==> config.mk <==
export PLATFORM = sky130hd
export DESIGN_NAME = ir_ambient_adc_config
export DESIGN_NICKNAME = d
export VERILOG_FILES = /design/src/include/ir_adc_cfg_pkg.sv /design/src/rtl/ir_ambient_adc_config.sv
export VERILOG_INCLUDE_DIRS = /design/src /design/src/include
export SDC_FILE = /design/constraint.sdc
export NUM_CORES = 1
export LEC_CHECK = 0
export ABC_AREA = 1
export BUFFER_PORTS_ARGS = -buffer_cell sky130_fd_sc_hd__buf_2
export CORE_ASPECT_RATIO = 0.75
export CORE_MARGIN = 5
export CORE_UTILIZATION = 40
export CTS_BUF_LIST = sky130_fd_sc_hd__clkbuf_16
export DETAILED_ROUTE_END_ITERATION = 16
export PLACE_DENSITY = 0.72
export SYNTH_ARGS = -nofsm -noshare
export SYNTH_HDL_FRONTEND = slang
export SYNTH_SLANG_ARGS = --single-unit
==> constraint.sdc <==
create_clock -name core_clk -period 6.15 [get_ports core_clk]
set_input_delay 0.3075 -clock core_clk [delete_from_list [all_inputs] [get_ports core_clk]]
set_output_delay 0.3075 -clock core_clk [all_outputs]
set_load 0.02 [all_outputs]
==> src/include/ir_adc_cfg_params.svh <==
`ifndef IR_ADC_CFG_PARAMS_SVH
`define IR_ADC_CFG_PARAMS_SVH
// register indices; the byte address on the bus is index * 4
`define IDX_IR_RECOVERY_CONFIG  8'h1d
`define IDX_IR_INTEGRATION_GAIN 8'h1e
`define IDX_HIGH_RANGE_ENABLE_SELECT     8'h1f
`define IDX_IR_MEAS_CONTROL     8'h20
`define IDX_IR_MEAS_STATUS      8'h21
`define RST_IR_RECOVERY_CONFIG  8'h70
`define RST_IR_INTEGRATION_GAIN 8'h00
`define RST_HIGH_RANGE_ENABLE_SELECT     8'h00
`define REC_LSB                 4
`define REC_MSB                 6
`define GAIN_LSB                0
`define GAIN_MSB                2
`define RANGE_BIT               5
`define MASK_RECOVERY_CONFIG    8'h70
`define MASK_INTEGRATION_GAIN   8'h07
`define MASK_RANGE_SELECT       8'h3f
`define ADC_BASE_PERIOD_NS      50
`define CORE_CLK_PERIOD_NS      25
`define BASE_PERIOD_CYCLES      ((`ADC_BASE_PERIOD_NS + `CORE_CLK_PERIOD_NS - 1) / `CORE_CLK_PERIOD_NS)
`endif

==> src/include/ir_adc_cfg_pkg.sv <==
package ir_adc_cfg_pkg;
   typedef enum logic [1:0] {
      IDLE,
      RECOVER,
      INTEGRATE
   } meas_state_t;
endpackage : ir_adc_cfg_pkg

==> src/rtl/ir_ambient_adc_config.sv <==
// Decided for this implementation: the AHB-Lite register port.
`timescale 1ns/1ps
`default_nettype none
`include "ir_adc_cfg_params.svh"
module ir_ambient_adc_config
   import ir_adc_cfg_pkg::*;
(
   input  wire logic        core_clk,
   input  wire logic        rst_b,
   input  wire logic        clkEn,
   input  wire logic        hsel,
   input  wire logic [31:0] haddr,
   input  wire logic [1:0]  htrans,
   input  wire logic        hwrite,
   input  wire logic [2:0]  hsize,
   input  wire logic [31:0] hwdata,
   input  wire logic        hready,
   output logic      [31:0] hrdata,
   output logic             hreadyout,
   output logic             hresp,
   input  wire logic        measStart,
   input  wire logic [15:0] integrationTicks,
   output logic             recoveryActive,
   output logic             adcClkTick,
   output logic             integrating,
   output logic             measDone,
   output logic [2:0]       activeGain,
   output logic             activeHighRange
);
   logic [7:0]  irRecoveryConfig, next_irRecoveryConfig;
   logic [7:0]  irIntegrationGain, next_irIntegrationGain;
   logic [7:0]  irRangeSelect, next_irRangeSelect;
   logic        wrPending, next_wrPending;
   logic [7:0]  wrIndex, next_wrIndex;
   logic [31:0] next_hrdata;
   logic [7:0]  addrIndex;
   logic        addrPhase;
   logic        softStart, next_softStart;
   logic        measBusy;

   assign hreadyout = 1'b1;
   assign hresp     = 1'b0;
   assign addrIndex = haddr[9:2];
   assign addrPhase = hsel && hready && htrans[1];

   always_comb begin
      next_irRecoveryConfig  = irRecoveryConfig;
      next_irIntegrationGain = irIntegrationGain;
      next_irRangeSelect     = irRangeSelect;
      next_wrPending         = addrPhase && hwrite;
      next_wrIndex           = addrIndex;
      next_hrdata            = hrdata;
      next_softStart         = 1'b0;
      if (wrPending) begin
         case (wrIndex)
            `IDX_IR_RECOVERY_CONFIG:  next_irRecoveryConfig  = hwdata[7:0] & `MASK_RECOVERY_CONFIG;
            `IDX_IR_INTEGRATION_GAIN: next_irIntegrationGain = hwdata[7:0] & `MASK_INTEGRATION_GAIN;
            `IDX_HIGH_RANGE_ENABLE_SELECT:     next_irRangeSelect     = hwdata[7:0] & `MASK_RANGE_SELECT;
            `IDX_IR_MEAS_CONTROL:     next_softStart         = hwdata[0];
            default: ;
         endcase
      end
      if (addrPhase && !hwrite) begin
         case (addrIndex)
            // forwarded so a read right behind a write sees the new byte
            `IDX_IR_RECOVERY_CONFIG:  next_hrdata = {24'h000000, next_irRecoveryConfig};
            `IDX_IR_INTEGRATION_GAIN: next_hrdata = {24'h000000, next_irIntegrationGain};
            `IDX_HIGH_RANGE_ENABLE_SELECT:     next_hrdata = {24'h000000, next_irRangeSelect};
            `IDX_IR_MEAS_STATUS:      next_hrdata = {28'h0000000, activeHighRange,
                                                     integrating, recoveryActive, measBusy};
            default:                  next_hrdata = 32'h00000000;
         endcase
      end
   end

   always_ff @(posedge core_clk or negedge rst_b) begin
      if (!rst_b) begin
         irRecoveryConfig  <= `RST_IR_RECOVERY_CONFIG;
         irIntegrationGain <= `RST_IR_INTEGRATION_GAIN;
         irRangeSelect     <= `RST_HIGH_RANGE_ENABLE_SELECT;
         wrPending         <= 1'b0;
         wrIndex           <= 8'h00;
         hrdata            <= 32'h00000000;
         softStart         <= 1'b0;
      end else if (clkEn) begin
         irRecoveryConfig  <= next_irRecoveryConfig;
         irIntegrationGain <= next_irIntegrationGain;
         irRangeSelect     <= next_irRangeSelect;
         wrPending         <= next_wrPending;
         wrIndex           <= next_wrIndex;
         hrdata            <= next_hrdata;
         softStart         <= next_softStart;
      end
   end

   // measurement sequencer
   meas_state_t state, next_state;
   logic [2:0]  recCode, next_recCode;
   logic [2:0]  gainLatched, next_gainLatched;
   logic        rangeLatched, next_rangeLatched;
   logic [8:0]  adcClkCount, next_adcClkCount;
   logic [6:0]  divCount, next_divCount;
   logic [1:0]  baseCount, next_baseCount;
   logic [15:0] intCount, next_intCount;
   logic [15:0] intTarget, next_intTarget;
   logic        next_measDone;
   logic [6:0]  divTop;
   logic        baseWrap;
   logic        tick;
   logic [8:0]  recTarget;

   // divider top is 2^gain - 1
   assign divTop    = 7'((8'h01 << gainLatched) - 8'h01);
   assign baseWrap  = (baseCount == 2'(`BASE_PERIOD_CYCLES - 1));
   // one recovery step per divided clock
   assign tick      = baseWrap && (divCount == divTop);
   // 2^(code+2)-1 ticks, code 0 gives 1
   assign recTarget = (recCode == 3'h0) ? 9'h001 : 9'((10'h004 << recCode) - 10'h001);
   assign measBusy  = (state != IDLE);
   assign recoveryActive  = (state == RECOVER);
   assign integrating     = (state == INTEGRATE);
   assign adcClkTick      = measBusy && tick;
   assign activeGain      = gainLatched;
   assign activeHighRange = rangeLatched;

   always_comb begin
      next_state        = state;
      next_recCode      = recCode;
      next_gainLatched  = gainLatched;
      next_rangeLatched = rangeLatched;
      next_adcClkCount  = adcClkCount;
      next_divCount     = divCount;
      next_baseCount    = baseCount;
      next_intCount     = intCount;
      next_intTarget    = intTarget;
      next_measDone     = 1'b0;
      if (measBusy) begin
         next_baseCount = baseWrap ? 2'h0 : 2'(baseCount + 2'h1);
         if (baseWrap) begin
            next_divCount = (divCount == divTop) ? 7'h00 : 7'(divCount + 7'h01);
         end
      end
      case (state)
         IDLE: begin
            if (measStart || softStart) begin
               next_recCode      = irRecoveryConfig[`REC_MSB:`REC_LSB];
               next_gainLatched  = irIntegrationGain[`GAIN_MSB:`GAIN_LSB];
               next_rangeLatched = irRangeSelect[`RANGE_BIT];
               next_intTarget    = integrationTicks;
               next_adcClkCount  = 9'h000;
               next_divCount     = 7'h00;
               next_baseCount    = 2'h0;
               next_state        = RECOVER;
            end
         end
         RECOVER: begin
            if (tick) begin
               if (9'(adcClkCount + 9'h001) == recTarget) begin
                  next_intCount = 16'h0000;
                  next_state    = INTEGRATE;
               end else begin
                  next_adcClkCount = 9'(adcClkCount + 9'h001);
               end
            end
         end
         INTEGRATE: begin
            if (tick) begin
               if (intCount >= intTarget) begin
                  next_measDone = 1'b1;
                  next_state    = IDLE;
               end else begin
                  next_intCount = 16'(intCount + 16'h0001);
               end
            end
         end
         default: next_state = IDLE;
      endcase
   end

   always_ff @(posedge core_clk or negedge rst_b) begin
      if (!rst_b) begin
         state        <= IDLE;
         recCode      <= 3'h0;
         gainLatched  <= 3'h0;
         rangeLatched <= 1'b0;
         adcClkCount  <= 9'h000;
         divCount     <= 7'h00;
         baseCount    <= 2'h0;
         intCount     <= 16'h0000;
         intTarget    <= 16'h0000;
         measDone     <= 1'b0;
      end else if (clkEn) begin
         state        <= next_state;
         recCode      <= next_recCode;
         gainLatched  <= next_gainLatched;
         rangeLatched <= next_rangeLatched;
         adcClkCount  <= next_adcClkCount;
         divCount     <= next_divCount;
         baseCount    <= next_baseCount;
         intCount     <= next_intCount;
         intTarget    <= next_intTarget;
         measDone     <= next_measDone;
      end
   end
endmodule : ir_ambient_adc_config
`default_nettype wire

==> flow_summary.toml <==
[outcome]
outcome = "completed"

[floorplan]
fp.dieArea_um2 = 17700
rows = 39
die_w_um = 152
die_h_um = 117
core_um2 = 15000
start_util_pct = 40.3
io_pins = 134

[timing]
timing.final.hold_violations = 0
worst_pin_slew_ns = 1.04
relSlewSlack_pct = 30.4
setup-tns-final_ns = 0
period_needed_ns = 2.59
slew_violations = 0
fmax_mhz = 386
fin_crit_sh_pct = 42.1
setup_ws_ns = 3.56
skew_ns = 0.0116
rsz0062_at_grt = "no"
setup-violations-final = 0

[clocking]
cts_tree = "done"
clock_sinks = 102
clk_pin_slew_ns = 0.07
clock-root-buffer = "clkbuf_16"
cts-buffers-inserted = 9
clockBufferDepth = 2
clock_latency_ns = 0.35
cts_resized = 0
postCtsHoldBufs = 1
htree_levels = 3
post_cts_buffers = 0

[placed_design]
gp_congestion = 0.848
port_buffers = 54
dp_hpwl_um = 9820
pre_cts_ws_ns = 3.20

[finish]
drive_gt1_share_pct = 11.1
antenna_cells = 0
nets = 959
final_util_pct = 44.5
area_delta_synth_final_pct = 10.3
multi_input_area_um2 = 2900
fill_cells = 1591
regArea_um2 = 2560

[critical_path]
critPathRequiredTime_ns = 6.39
r2r-start = "intCount[9]$_DFFE_PN0P_"
critPathCaptureType = "flip-flop"
crit_fanout = 16
crit_path_start = "intCount[9]$_DFFE_PN0P_"
start_kind = "flip-flop"
crit_type = "reg -> reg"
cp.arrival_ns = 2.83

[hold_path]
min_path_type = "in -> reg"
holdCritStartpoint = "haddr[8]"

[yosys]
ys_seq_area_share_pct = 42.2
yosys_warnings = 0
synth_seq_cells = 102
yosys.cell_types.count = 43
synth_area_per_cell_um2 = 7.56
syn_inst = 802
synth_area_um2 = 6060

[power]
p_per_area_nw_per_um2 = 303
ir_worst_vdd_uv = 147
p_total_mw = 2.03
leakagePower_nw = 3.42

[run]
maxCapViolCount = 0

[global_routing]
grt-ovfl-total = 0
grt_pass1_vias = 4642
grt_pass1_wl_um = 22600
grt_max_degree = 83
grt_antenna_before_repair = 0
grt_usage_pct = 15.3

[detailed_routing]
wl_um = 13500
antenna_left = 0
drcViolationCount = 0
first_pass_iters = 5
vias_per_cell = 4.84
wire_per_inst_um = 12.8
drt_iter0_markers = 370
vias = 5122
worst paths after layout:
| check | endpoint | slack (ns) | cells after the start |
|---|---|---|---|
| max | intCount[7]$_DFFE_PN0P_ | 3.56 | 11 |
| max in group asynchronous | intCount[2]$_DFFE_PN0P_ | 4.48 | 3 |
| min | wrIndex[6]$_DFFE_PN0P_ | 0.17 | 3 |
| max reg2reg | intCount[7]$_DFFE_PN0P_ | 3.56 | 11 |
| min in group asynchronous | irRangeSelect[7]$_DFFE_PN0P_ | 0.37 | 2 |
| min reg2reg | irIntegrationGain[7]$_DFFE_PN0P_ | 0.47 | 2 |
synth_stat cells (all sizes together):
cell / n / area (um^2)
a21oi: 32 / 186
a22o: 1 / 8.76
and2: 1 / 6.26
buf: 33 / 248
clkbuf: 13 / 48.8
clkinv: 2 / 7.51
conb: 2 / 7.51
dfrtp: 99 / 2480
dfstp: 3 / 78.8
ha: 19 / 238
inv: 105 / 394
mux2: 1 / 11.3
nand2: 218 / 833
nand3: 47 / 240
nand3b: 3 / 22.5
nand4: 29 / 196
nor2: 70 / 280
nor3: 12 / 60.1
nor3b: 1 / 7.51
nor4: 3 / 18.8
o2111ai: 1 / 8.76
o211ai: 7 / 52.6
o21a: 1 / 7.51
o21ai: 62 / 325
o21bai: 3 / 22.5
o22ai: 7 / 43.8
o41ai: 1 / 8.76
or2: 2 / 12.5
or3: 1 / 6.26
xnor2: 6 / 52.6
xor2: 17 / 149
final cells by class:
class                      count  area share (%)
clock buffer                   9            3.37
clock inverter                 7           0.749
inverter                     107            6.01
multi-input combinational    571            43.3
sequential                   102            38.2
tap                          205            3.84
timing repair buffer          57            4.46
logic make-up (layout without fill, tap and decap cells):
group | count (synthesis) | in the layout | share of synthesized area (%)
muxes | 1 | 1 | 0.186
DFF | 102 | 102 | 42.2
xor gates and xnor gates | 23 | 23 | 3.32
other | 2 | 26 | 0.124
adders and majority gates | 19 | 19 | 3.92
AOI/OAI and AO/OA | 115 | 115 | 11.0
and+or+nand+nor | 387 | 387 | 27.8
buffers and inverters | 153 | 180 | 11.5
worst max-delay path, stage by stage (launching register included):
cell	delay (ns)
dfrtp_1	0.49
ha_1	0.35
nand2_1	0.06
inv_1	0.03
o21bai_1	0.11
nand2_1	0.07
a21oi_1	0.21
nand4_1	0.15
nand2_1	0.49
nand4_4	0.31
nand2_1	0.14
nand2_1	0.06
registers in the layout, summed over array words and instances, names as in the netlist:
signal,cells
activeGain,3
divCount,7
recCode,3
wrIndex,8
state,2
irIntegrationGain,8
irRangeSelect,8
wrPending,1
baseCount,2
hrdata,8
irRecoveryConfig,8
measDone,1
adcClkCount,9
intTarget,16
softStart,1
intCount,16
activeHighRange,1
layer usage:
metal / wire, um / track usage [%] / up-vias
li1: - / - / 2634
met1: 6830 / 22.6 / 2363
met2: 6070 / 23.8 / 114
met3: 546 / 2.78 / 11
met4: 91 / 3.23 / 0
met5: 0 / 0 / -
cells in the final DEF (no fill, tap or decap), types with 19 or more instances in the layout:
cell type	synthesis	routed
a21oi_1	29	29
buf_2	3	53
conb_1	2	26
dfrtp_1	99	99
ha_1	19	19
inv_1	105	105
nand2_1	212	212
nand3_1	46	46
nand4_1	28	28
nor2_1	63	63
o21ai_0	47	47
stage by stage:
step	instances	cell area, um^2	hold slack, ns
after floorplan	826	6150	0.0119
after global placement	1041	6400	0.205
after detailed placement	1041	6400	0.209
after CTS	1058	6680	0.158
after global routing	1058	6680	0.177
final	1058	6680	0.165
power by group:
group	internal (mW)	leakage (nW)	switching, mW
clock	0.275	0.131	0.262
combinational	0.196	1.95	0.462
sequential	0.765	1.33	0.0658
total	1.24	3.42	0.789
No activity file was read; power rests on OpenSTA's default activity.
